**config.mk**
```make
export PLATFORM = sky130hd
export DESIGN_NAME = dma_channel_arbiter
export DESIGN_NICKNAME = d
export VERILOG_FILES = /design/src/design/dma_arb_pkg.sv /design/src/design/dma_channel_arbiter.sv
export SDC_FILE = /design/constraint.sdc
export NUM_CORES = 1
export LEC_CHECK = 0
export ABC_AREA = 1
export BUFFER_PORTS_ARGS = -buffer_cell sky130_fd_sc_hd__buf_2
export CAP_MARGIN = 20
export CORE_ASPECT_RATIO = 0.9
export CORE_MARGIN = 5
export CORE_UTILIZATION = 50
export DETAILED_ROUTE_END_ITERATION = 16
export PLACE_DENSITY = 0.73
export SYNTH_ARGS = -nofsm -noshare
export SYNTH_HDL_FRONTEND = slang
export SYNTH_SLANG_ARGS = --single-unit
```
**constraint.sdc**
```tcl
create_clock -name i_mclk -period 23.3 [get_ports i_mclk]
set_input_delay 1.165 -clock i_mclk [delete_from_list [all_inputs] [get_ports i_mclk]]
set_output_delay 1.165 -clock i_mclk [all_outputs]
set_load 0.01 [all_outputs]
```
**src/design/dma_arb_pkg.sv**
```systemverilog
// constants and carrier types for the dma channel arbiter
package dma_arb_pkg;

    // ********************************
    // sizes
    // ********************************
    localparam int NUM_REQ = 16;
    localparam int NUM_CHAN = 8;
    localparam int CNT_W = 16;

    // ********************************
    // register offsets (byte addresses)
    // ********************************
    localparam logic [7:0] OFF_CTRL = 8'h00;
    localparam logic [7:0] OFF_PRIO = 8'h04;
    localparam logic [7:0] OFF_MAP_LO = 8'h08;
    localparam logic [7:0] OFF_MAP_HI = 8'h0c;
    localparam logic [7:0] OFF_STATUS = 8'h10;
    localparam logic [7:0] OFF_CNT_BASE = 8'h20;

    // ********************************
    // field positions
    // ********************************
    localparam int CTRL_EN_BIT = 0;
    localparam int CTRL_FAIR_BIT = 1;
    localparam int PRIO_CH0_LSB = 0;
    localparam int PRIO_CH4_LSB = 8;
    localparam int ST_BUSY_BIT = 4;
    localparam int ST_X16_BIT = 5;
    localparam int ST_CHAN_LSB = 8;
    localparam int ST_SERVED_LSB = 16;

    // ********************************
    // reset values
    // ********************************
    localparam logic [1:0] CTRL_RST = 2'h1;
    localparam logic [3:0] PRIO_CH0_RST = 4'h0;
    localparam logic [3:0] PRIO_CH4_RST = 4'h4;
    localparam logic [63:0] MAP_RST = 64'h7654321076543210;
    localparam logic [15:0] CNT_RST = 16'h0001;

    // ********************************
    // carrier for the eight arbitration lines
    // ********************************
    typedef struct packed {
        logic [3:0] level;
        logic gnt;
        logic burst;
        logic tc;
        logic busy;
    } arb_lines_t;

    typedef enum logic [2:0] {
        ST_IDLE = 3'b001,
        ST_ARB = 3'b010,
        ST_GRANT = 3'b100
    } arb_state_t;

endpackage

```
**src/design/dma_channel_arbiter.sv**
```systemverilog
// central arbiter: sixteen requesters share eight dma channels, apb registers
// Function
// - sixteen requesters compete for eight dma channels
// - highest priority level wins simultaneous requests
// - fairness: served requester waits for all others
// - fixed channel levels, channels 0 and 4 programmable
// - each channel moves eight or sixteen bit data
// - eight arbitration lines, single and burst transfers
// - terminal count line pulsed to dma slave
//
// Chosen here: the address map and register access over APB.
`timescale 1ns/1ps
`default_nettype none
module dma_channel_arbiter #(
    parameter int NUM_REQ = dma_arb_pkg::NUM_REQ,
    parameter int NUM_CHAN = dma_arb_pkg::NUM_CHAN
) (
    input wire logic i_mclk,
    input wire logic i_nrst,
    input wire logic i_psel,
    input wire logic i_penable,
    input wire logic i_pwrite,
    input wire logic [7:0] i_paddr,
    input wire logic [31:0] i_pwdata,
    output logic [31:0] o_prdata,
    output logic o_pready,
    output logic o_pslverr,
    input wire logic [NUM_REQ-1:0] i_req,
    input wire logic [NUM_REQ-1:0] i_burst,
    input wire logic [NUM_REQ-1:0] i_size16,
    input wire logic i_xfer_done,
    output logic [NUM_REQ-1:0] o_gnt,
    output logic o_xfer16,
    output dma_arb_pkg::arb_lines_t o_lines
);

    localparam int CW = dma_arb_pkg::CNT_W;

    // ********************************
    // state
    // ********************************
    dma_arb_pkg::arb_state_t state_q;
    dma_arb_pkg::arb_state_t state_d;
    logic [1:0] ctrl_q;
    logic [3:0] prio0_q;
    logic [3:0] prio4_q;
    logic [63:0] map_q;
    logic [CW-1:0] cnt_q [NUM_CHAN];
    logic [NUM_REQ-1:0] served_q;
    logic [3:0] win_q;
    logic burst_q;
    logic [31:0] prdata_q;
    logic slverr_q;

    // ********************************
    // helpers
    // ********************************
    function automatic logic [2:0] chan_of(input logic [63:0] m, input logic [3:0] r);
        chan_of = m[{r, 2'b00} +: 3];
    endfunction

    function automatic logic [3:0] level_of(input logic [2:0] ch, input logic [3:0] p0,
                                            input logic [3:0] p4);
        if (ch == 3'h0)
        begin
            level_of = p0;
        end
        else if (ch == 3'h4)
        begin
            level_of = p4;
        end
        else
        begin
            level_of = {1'b0, ch};
        end
    endfunction

    function automatic logic cnt_hit(input logic [7:0] a, input logic [2:0] ch);
        cnt_hit = (a == dma_arb_pkg::OFF_CNT_BASE + {3'h0, ch, 2'b00});
    endfunction

    // ********************************
    // apb decode
    // ********************************
    wire logic setup = i_psel && !i_penable;
    wire logic wr_acc = i_psel && i_penable && i_pwrite;
    wire logic is_ctrl = i_paddr == dma_arb_pkg::OFF_CTRL;
    wire logic is_prio = i_paddr == dma_arb_pkg::OFF_PRIO;
    wire logic is_mlo = i_paddr == dma_arb_pkg::OFF_MAP_LO;
    wire logic is_mhi = i_paddr == dma_arb_pkg::OFF_MAP_HI;
    wire logic is_stat = i_paddr == dma_arb_pkg::OFF_STATUS;
    logic [NUM_CHAN-1:0] is_cnt;
    wire logic mapped = is_ctrl || is_prio || is_mlo || is_mhi || is_stat || (|is_cnt);

    // ********************************
    // arbitration
    // ********************************
    wire logic en = ctrl_q[dma_arb_pkg::CTRL_EN_BIT];
    wire logic fair = ctrl_q[dma_arb_pkg::CTRL_FAIR_BIT];
    wire logic [NUM_REQ-1:0] pend = en ? i_req : '0;
    wire logic [NUM_REQ-1:0] unserved = pend & ~served_q;
    wire logic [NUM_REQ-1:0] elig = (fair && |unserved) ? unserved : pend;
    logic [3:0] win_idx;
    logic [3:0] win_lvl;
    logic win_found;

    always_comb
    begin
        win_found = 1'b0;
        win_idx = 4'h0;
        win_lvl = 4'hf;
        for (int i = 0; i < NUM_REQ; i++)
        begin
            if (elig[i] && (!win_found ||
                level_of(chan_of(map_q, 4'(i)), prio0_q, prio4_q) < win_lvl))
            begin
                win_found = 1'b1;
                win_idx = 4'(i);
                win_lvl = level_of(chan_of(map_q, 4'(i)), prio0_q, prio4_q);
            end
        end
    end

    wire logic [2:0] gch = chan_of(map_q, win_q);
    wire logic [NUM_REQ-1:0] win_oh = NUM_REQ'(1) << win_q;
    wire logic tc_hit = (state_q == dma_arb_pkg::ST_GRANT) && i_xfer_done
                        && (cnt_q[gch] <= CW'(1));
    wire logic rel = !i_req[win_q] || tc_hit || (i_xfer_done && !burst_q);
    wire logic [NUM_REQ-1:0] left = unserved & ~win_oh;

    // ********************************
    // state machine
    // ********************************
    always_comb
    begin
        state_d = state_q;
        unique case (state_q)
            dma_arb_pkg::ST_IDLE:
            begin
                if (win_found)
                begin
                    state_d = dma_arb_pkg::ST_ARB;
                end
            end
            dma_arb_pkg::ST_ARB:
            begin
                state_d = i_req[win_q] && en ? dma_arb_pkg::ST_GRANT : dma_arb_pkg::ST_IDLE;
            end
            dma_arb_pkg::ST_GRANT:
            begin
                if (rel)
                begin
                    state_d = dma_arb_pkg::ST_IDLE;
                end
            end
            default:
            begin
                state_d = dma_arb_pkg::ST_IDLE;
            end
        endcase
    end

    always_ff @(posedge i_mclk or negedge i_nrst)
    begin
        if (!i_nrst)
        begin
            state_q <= dma_arb_pkg::ST_IDLE;
        end
        else
        begin
            state_q <= state_d;
        end
    end

    // latch the winner while idle; the arb cycle shows its level on the lines
    always_ff @(posedge i_mclk or negedge i_nrst)
    begin
        if (!i_nrst)
        begin
            win_q <= 4'h0;
            burst_q <= 1'b0;
        end
        else if (state_q == dma_arb_pkg::ST_IDLE && win_found)
        begin
            win_q <= win_idx;
            burst_q <= i_burst[win_idx];
        end
    end

    // served set: cleared once every other pending requester had its turn
    always_ff @(posedge i_mclk or negedge i_nrst)
    begin
        if (!i_nrst)
        begin
            served_q <= '0;
        end
        else if (!fair)
        begin
            served_q <= '0;
        end
        else if (state_q == dma_arb_pkg::ST_ARB && state_d == dma_arb_pkg::ST_GRANT)
        begin
            served_q <= (left == '0) ? '0 : (served_q | win_oh);
        end
    end

    // ********************************
    // grant outputs
    // ********************************
    always_ff @(posedge i_mclk or negedge i_nrst)
    begin
        if (!i_nrst)
        begin
            o_gnt <= '0;
            o_xfer16 <= 1'b0;
            o_lines <= '0;
        end
        else
        begin
            o_gnt <= (state_d == dma_arb_pkg::ST_GRANT) ? win_oh : '0;
            o_xfer16 <= (state_d == dma_arb_pkg::ST_GRANT) && i_size16[win_q];
            o_lines.level <= (state_d == dma_arb_pkg::ST_IDLE) ? 4'h0
                             : level_of(chan_of(map_q, (state_q == dma_arb_pkg::ST_IDLE)
                             ? win_idx : win_q), prio0_q, prio4_q);
            o_lines.gnt <= state_d == dma_arb_pkg::ST_GRANT;
            o_lines.burst <= (state_d == dma_arb_pkg::ST_GRANT) && burst_q;
            o_lines.tc <= tc_hit;
            o_lines.busy <= state_d != dma_arb_pkg::ST_IDLE;
        end
    end

    // ********************************
    // registers
    // ********************************
    always_ff @(posedge i_mclk or negedge i_nrst)
    begin
        if (!i_nrst)
        begin
            ctrl_q <= dma_arb_pkg::CTRL_RST;
            prio0_q <= dma_arb_pkg::PRIO_CH0_RST;
            prio4_q <= dma_arb_pkg::PRIO_CH4_RST;
            map_q <= dma_arb_pkg::MAP_RST;
        end
        else if (wr_acc)
        begin
            if (is_ctrl)
            begin
                ctrl_q <= i_pwdata[1:0];
            end
            if (is_prio)
            begin
                prio0_q <= i_pwdata[dma_arb_pkg::PRIO_CH0_LSB +: 4];
                prio4_q <= i_pwdata[dma_arb_pkg::PRIO_CH4_LSB +: 4];
            end
            if (is_mlo)
            begin
                map_q[31:0] <= i_pwdata;
            end
            if (is_mhi)
            begin
                map_q[63:32] <= i_pwdata;
            end
        end
    end

    // per-channel transfer counters; a software write beats the decrement
    genvar c;
    generate
        for (c = 0; c < NUM_CHAN; c++)
        begin : g_cnt
            assign is_cnt[c] = cnt_hit(i_paddr, 3'(c));
            always_ff @(posedge i_mclk or negedge i_nrst)
            begin
                if (!i_nrst)
                begin
                    cnt_q[c] <= dma_arb_pkg::CNT_RST;
                end
                else if (wr_acc && is_cnt[c])
                begin
                    cnt_q[c] <= i_pwdata[CW-1:0];
                end
                else if (state_q == dma_arb_pkg::ST_GRANT && i_xfer_done && gch == 3'(c)
                         && cnt_q[c] != '0)
                begin
                    cnt_q[c] <= cnt_q[c] - CW'(1);
                end
            end
        end
    endgenerate

    // ********************************
    // read path, sampled in the setup cycle
    // ********************************
    logic [31:0] rd_mux;

    always_comb
    begin
        rd_mux = 32'h0;
        if (is_ctrl)
        begin
            rd_mux = {30'h0, ctrl_q};
        end
        if (is_prio)
        begin
            rd_mux = {20'h0, prio4_q, 4'h0, prio0_q};
        end
        if (is_mlo)
        begin
            rd_mux = map_q[31:0];
        end
        if (is_mhi)
        begin
            rd_mux = map_q[63:32];
        end
        if (is_stat)
        begin
            rd_mux[3:0] = win_q;
            rd_mux[dma_arb_pkg::ST_BUSY_BIT] = o_lines.busy;
            rd_mux[dma_arb_pkg::ST_X16_BIT] = o_xfer16;
            rd_mux[dma_arb_pkg::ST_CHAN_LSB +: 3] = gch;
            rd_mux[dma_arb_pkg::ST_SERVED_LSB +: 16] = served_q;
        end
        for (int k = 0; k < NUM_CHAN; k++)
        begin
            if (is_cnt[k])
            begin
                rd_mux = {16'h0, cnt_q[k]};
            end
        end
    end

    always_ff @(posedge i_mclk or negedge i_nrst)
    begin
        if (!i_nrst)
        begin
            prdata_q <= 32'h0;
            slverr_q <= 1'b0;
        end
        else if (setup)
        begin
            prdata_q <= i_pwrite ? 32'h0 : rd_mux;
            slverr_q <= !mapped;
        end
    end

    assign o_pready = i_psel && i_penable;
    assign o_prdata = prdata_q;
    assign o_pslverr = o_pready && slverr_q;

endmodule
`default_nettype wire

```
==> results.txt <==
The largest clock skew in the final design came out at 0.0267 ns. The cell-internal power came out at 0.927 mW. The post-synthesis cell count is 2968. Measured along the y axis, the die boundary spans 204 microns.

The analysis attributes to cell leakage a power of 11.2 nW. The flow ran to the end, and the final reports show no timing, DRC or antenna violations. The share of cells above drive strength 1 came out at 12.0%. The HPWL reported at the end of detailed placement is 69500 microns.

The final-report setup violation count is 0. The fraction of power consumed by sequential logic is 34.7%. Counting instances, the worst hold path has a depth of 2. The number of setup buffers added after CTS is 0.

The top-level port count came out at 153. The via count of the first global-routing pass is 21500. The slack of the worst reg-to-reg path is 3.53 ns.

The share of the yosys chip area belonging to registers came out at 34.2%. Across the run, the number of max-cap violations was 0. The mapped netlist covers 20900 sq um. The peak clock frequency supported by timing came out at 0.0506 GHz. On the worst path, the slowest cell contributes a delay of 0.99 ns. In the routed design, unresolved DRC markers number 0.

The number of fill cells in the layout is 4049. The most numerous cell type found on the critical path is nand2_1. Of all nets on the critical path, the largest fanout is 29. The share of total power dissipated in the clock network is 33.7%. The sequential standard cell area came out at 7150 sq um.

The slowest stage of the critical path belongs to the cell dfstp_2. The startpoint of the tightest hold check path is o_prdata[0]$_DFFE_PN0P_. The post-detailed-route via-to-cell ratio is 6.39. The share of the clock period used by the worst path came out at 84.8%. For this run, the post-layout net count is 3205. The total vias in the final route came out at 23300. The count of synthesis-stage warnings from yosys is 0. The number of flops mapped to enable cells by yosys came out at 0. The maximum buffer depth of the clock tree came out at 3.

Setup repair after global routing left no endpoint under its margin. The number of design-rule violations left by the first detailed-router iteration came out at 3896. The most used flip-flop cell after synthesis is dfrtp_1. The final-layout setup total negative slack is 0 ns. The later pin in the worst-skew pair is clocked with a latency of 0.56 ns.

The initial standard-cell utilization of the core is 50.3%. The sink of the worst hold path is o_prdata[0]$_DFFE_PN0P_. In the global route stage, overall resource usage came out at 38.1%. Measured against its own limit, the worst slew margin works out to 26.6%. The total congestion overflow after global routing came out at 0. The clock edge transition at the registers on the reported setup and hold paths came out at 0.06 ns.

The slew at the pin closest to its max-slew limit is 1.10 ns. The tree is rooted in a clkbuf_16. The netlist uses 59 different library cells. The family with the most delay on the worst path is simple AND/OR/NAND/NOR gates. The arrival time reported for the critical path endpoint came out at 20.21 ns. The start-to-end type of the worst setup path is reg -> reg.

The floorplan die width is 226 microns. The CTS tree is built. The total area of multi-input combinational cells is 11700 sq um. The depth of the most critical reg-to-reg path came out at 161. The row count came out at 71. STA classifies the critical path endpoint as a register. The maximum number of pins on one net before global-route repair came out at 99. The area growth from synthesis to layout is 10.4%. The share of synthesized flip-flops with an asynchronous set or reset is 100%. In this run the critical register-to-register path is captured at o_lines[4]$_DFF_PN0_. The fraction of power spent switching nets came out at 40.4%. The total of cells resized after clock tree synthesis came out at 0. For this block, the routed nets add up to 89900 microns of wire. The wire length of the first global-routing pass is 135000 microns. The last weighted congestion value of the routability-driven placer came out at 1.05. The combinational power share came out at 31.6%. The worst setup path is launched from a register. During placement, the flow inserted port buffers numbering 152. The final critical path time including I/O delays and setup came out at 19.77 ns. The maximum ir drop on the vdd rail came out at 0.0552 mV. The area of the die is 46000 sq um.

The tightest min-delay check is of the reg -> reg type. CTS saw 284 sinks. The number of detailed-route iterations in the first pass came out at 9. Together, buffers and inverters on the worst path number 28.

The worst register-to-register path begins at ctrl_q[0]$_DFFE_PN1P_. The number of nets handed over by synthesis was 3102. The final max-slew violation count came to 0. After synthesis, the mean cell area works out to 7.04 sq um. The core footprint is 41600 sq um. The switching power summed over all nets is 0.627 mW. The number of storage elements in the synthesis netlist came out at 284. The worst endpoint required time is 23.75 ns.

The worst hold margin came out at 0.479 ns. The total number of H-tree levels came out at 2. The antenna violation net count after detailed routing is 0. The number of clock buffers added by TritonCTS is 34. The number of hold buffers added after CTS came out at 0. The hold violation total from the final report is 0. The detail-routed net length per standard cell is 24.7 microns. The number of antenna violations at the first check in global routing is 1.

The total power came out at 1.55 mW. The power per standard cell area is 67.4 nW/um^2.
[per-stage QoR]
stage,area [sq um],worst slack (ns),instances,util (%)
floorplan,20900,6.39,2968,-
global placement,22000,3.93,3581,52.8
detailed placement,22000,3.50,3581,52.8
CTS,23000,3.83,3643,55.4
global route,23100,1.64,3645,55.5
finish,23100,3.53,3645,55.5
[worst reg2reg max path: cells and delay by family, from the launching register on]
family / cells / cell delay [ns]
compound gates: 19 / 4.68
fa+ha+maj: 15 / 4.47
buf+inv: 28 / 1.62
flops: 1 / 0.99
simple gates: 99 / 7.88
[flip-flops by register name, indices dropped and copies added, names as in the netlist, 2 cells and up]
register	flops
cnt_q	128
map_q	64
o_prdata	32
o_gnt	16
served_q	16
o_lines	8
prio0_q	4
prio4_q	4
win_q	4
state_q	3
ctrl_q	2
[layout make-up]
type | instances | area share, %
repair buffers | 170 | 4.01
clock buffers | 46 | 4.10
flip-flops and latches | 284 | 31.0
diodes | 1 | 0.0108
well taps | 547 | 2.97
clock inverters | 16 | 0.591
inverters | 418 | 6.80
multi-input cells | 2163 | 50.5
[cells in the final DEF, fill, tap and decap left out, drive strengths merged, types with 2 or more instances in the layout]
master / instances
o211ai: 36
a2111oi: 3
xor2: 61
nor3: 56
a32o: 3
nand4: 28
clkbuf: 46
or2: 3
a221oi: 62
ha: 40
o22a: 5
a21oi: 107
o2111ai: 17
nor2: 311
dfstp: 35
clkinvlp: 2
a22o: 3
clkinv: 36
inv: 396
a31oi: 28
nor4: 12
a22oi: 19
nand3: 203
xnor2: 10
o21bai: 2
buf: 170
nand2: 668
dfrtp: 249
o311ai: 14
o21ai: 318
a211oi: 5
o221ai: 67
o32ai: 4
or4: 2
o41ai: 3
o22ai: 66
[per-layer routing]
metal  share of wire, %  routed length [microns]  global-route usage (%)  vias up
met5                  0                        0                       0        -
met2                 40                    36300                    53.4     1562
li1                   -                        -                       -    10400
met4                4.2                     3750                    12.6        0
met3                 14                    12100                    10.8      244
met1                 42                    37700                    56.5    11100
[Yosys cell counts (4+ instances only)]
cell	n	share of area [%]
nand2_1	596	11
inv_1	389	7.0
o21ai_0	313	7.5
nor2_1	295	5.3
dfrtp_1	249	30
nand3_1	195	4.7
a21oi_1	107	2.6
clkbuf_1	78	1.4
o221ai_1	67	2.8
o22ai_1	66	2.0
a221oi_1	61	2.6
xor2_1	61	2.6
nor3_1	56	1.3
nand2_2	43	1.3
ha_1	40	2.4
o211ai_1	36	1.3
dfstp_2	35	4.4
nand2_4	29	1.6
a31oi_1	28	0.84
nand4_1	28	0.84
clkinv_1	23	0.41
a22oi_1	19	0.68
o2111ai_1	17	0.71
nor2_2	14	0.42
o311ai_0	14	0.59
nor4_1	12	0.36
xnor2_1	10	0.42
buf_6	8	0.43
nand3_2	7	0.34
inv_2	6	0.11
a211oi_1	5	0.18
buf_4	5	0.18
o22a_1	5	0.21
clkbuf_4	4	0.14
o21ai_1	4	0.096
o32ai_1	4	0.17
[cells by family (layout without fill, tap and decap cells)]
kind of cell | count (synthesis) | after routing | share of synthesized area (%)
XOR/XNOR | 71 | 71 | 2.97
multiplexers | 2 | 2 | 0.102
adder cells (fa/ha/maj) | 40 | 40 | 2.39
AND/OR/NAND/NOR | 1284 | 1284 | 27.2
AO/OA/AOI/OAI | 766 | 766 | 23.0
other | 0 | 1 | 0
flip-flops | 284 | 284 | 34.2
buffers and inverters | 521 | 650 | 10.1
[worst max path at each step]
stage | endpoint | depth (start not counted) | from
after floorplan | o_lines[6]$_DFF_PN0_ | 163 | i_req[15]
after global placement | o_lines[6]$_DFF_PN0_ | 164 | i_req[9]
after detailed placement | o_lines[4]$_DFF_PN0_ | 162 | i_req[6]
after CTS | o_lines[4]$_DFF_PN0_ | 161 | ctrl_q[0]$_DFFE_PN1P_
after global routing | o_lines[4]$_DFF_PN0_ | 163 | ctrl_q[0]$_DFFE_PN1P_
final | o_lines[4]$_DFF_PN0_ | 161 | ctrl_q[0]$_DFFE_PN1P_
[power groups by stage]
stage | sequential [mW] | clock (mW) | combinational [mW]
floorplan | 0.527 | 0 | 0.313
global placement | 0.545 | 0 | 0.465
detailed placement | 0.545 | 0 | 0.463
CTS | 0.537 | 0.529 | 0.465
global route | 0.540 | 0.550 | 0.517
finish | 0.539 | 0.523 | 0.492
Note: power is estimated with default switching activity, not from simulation.
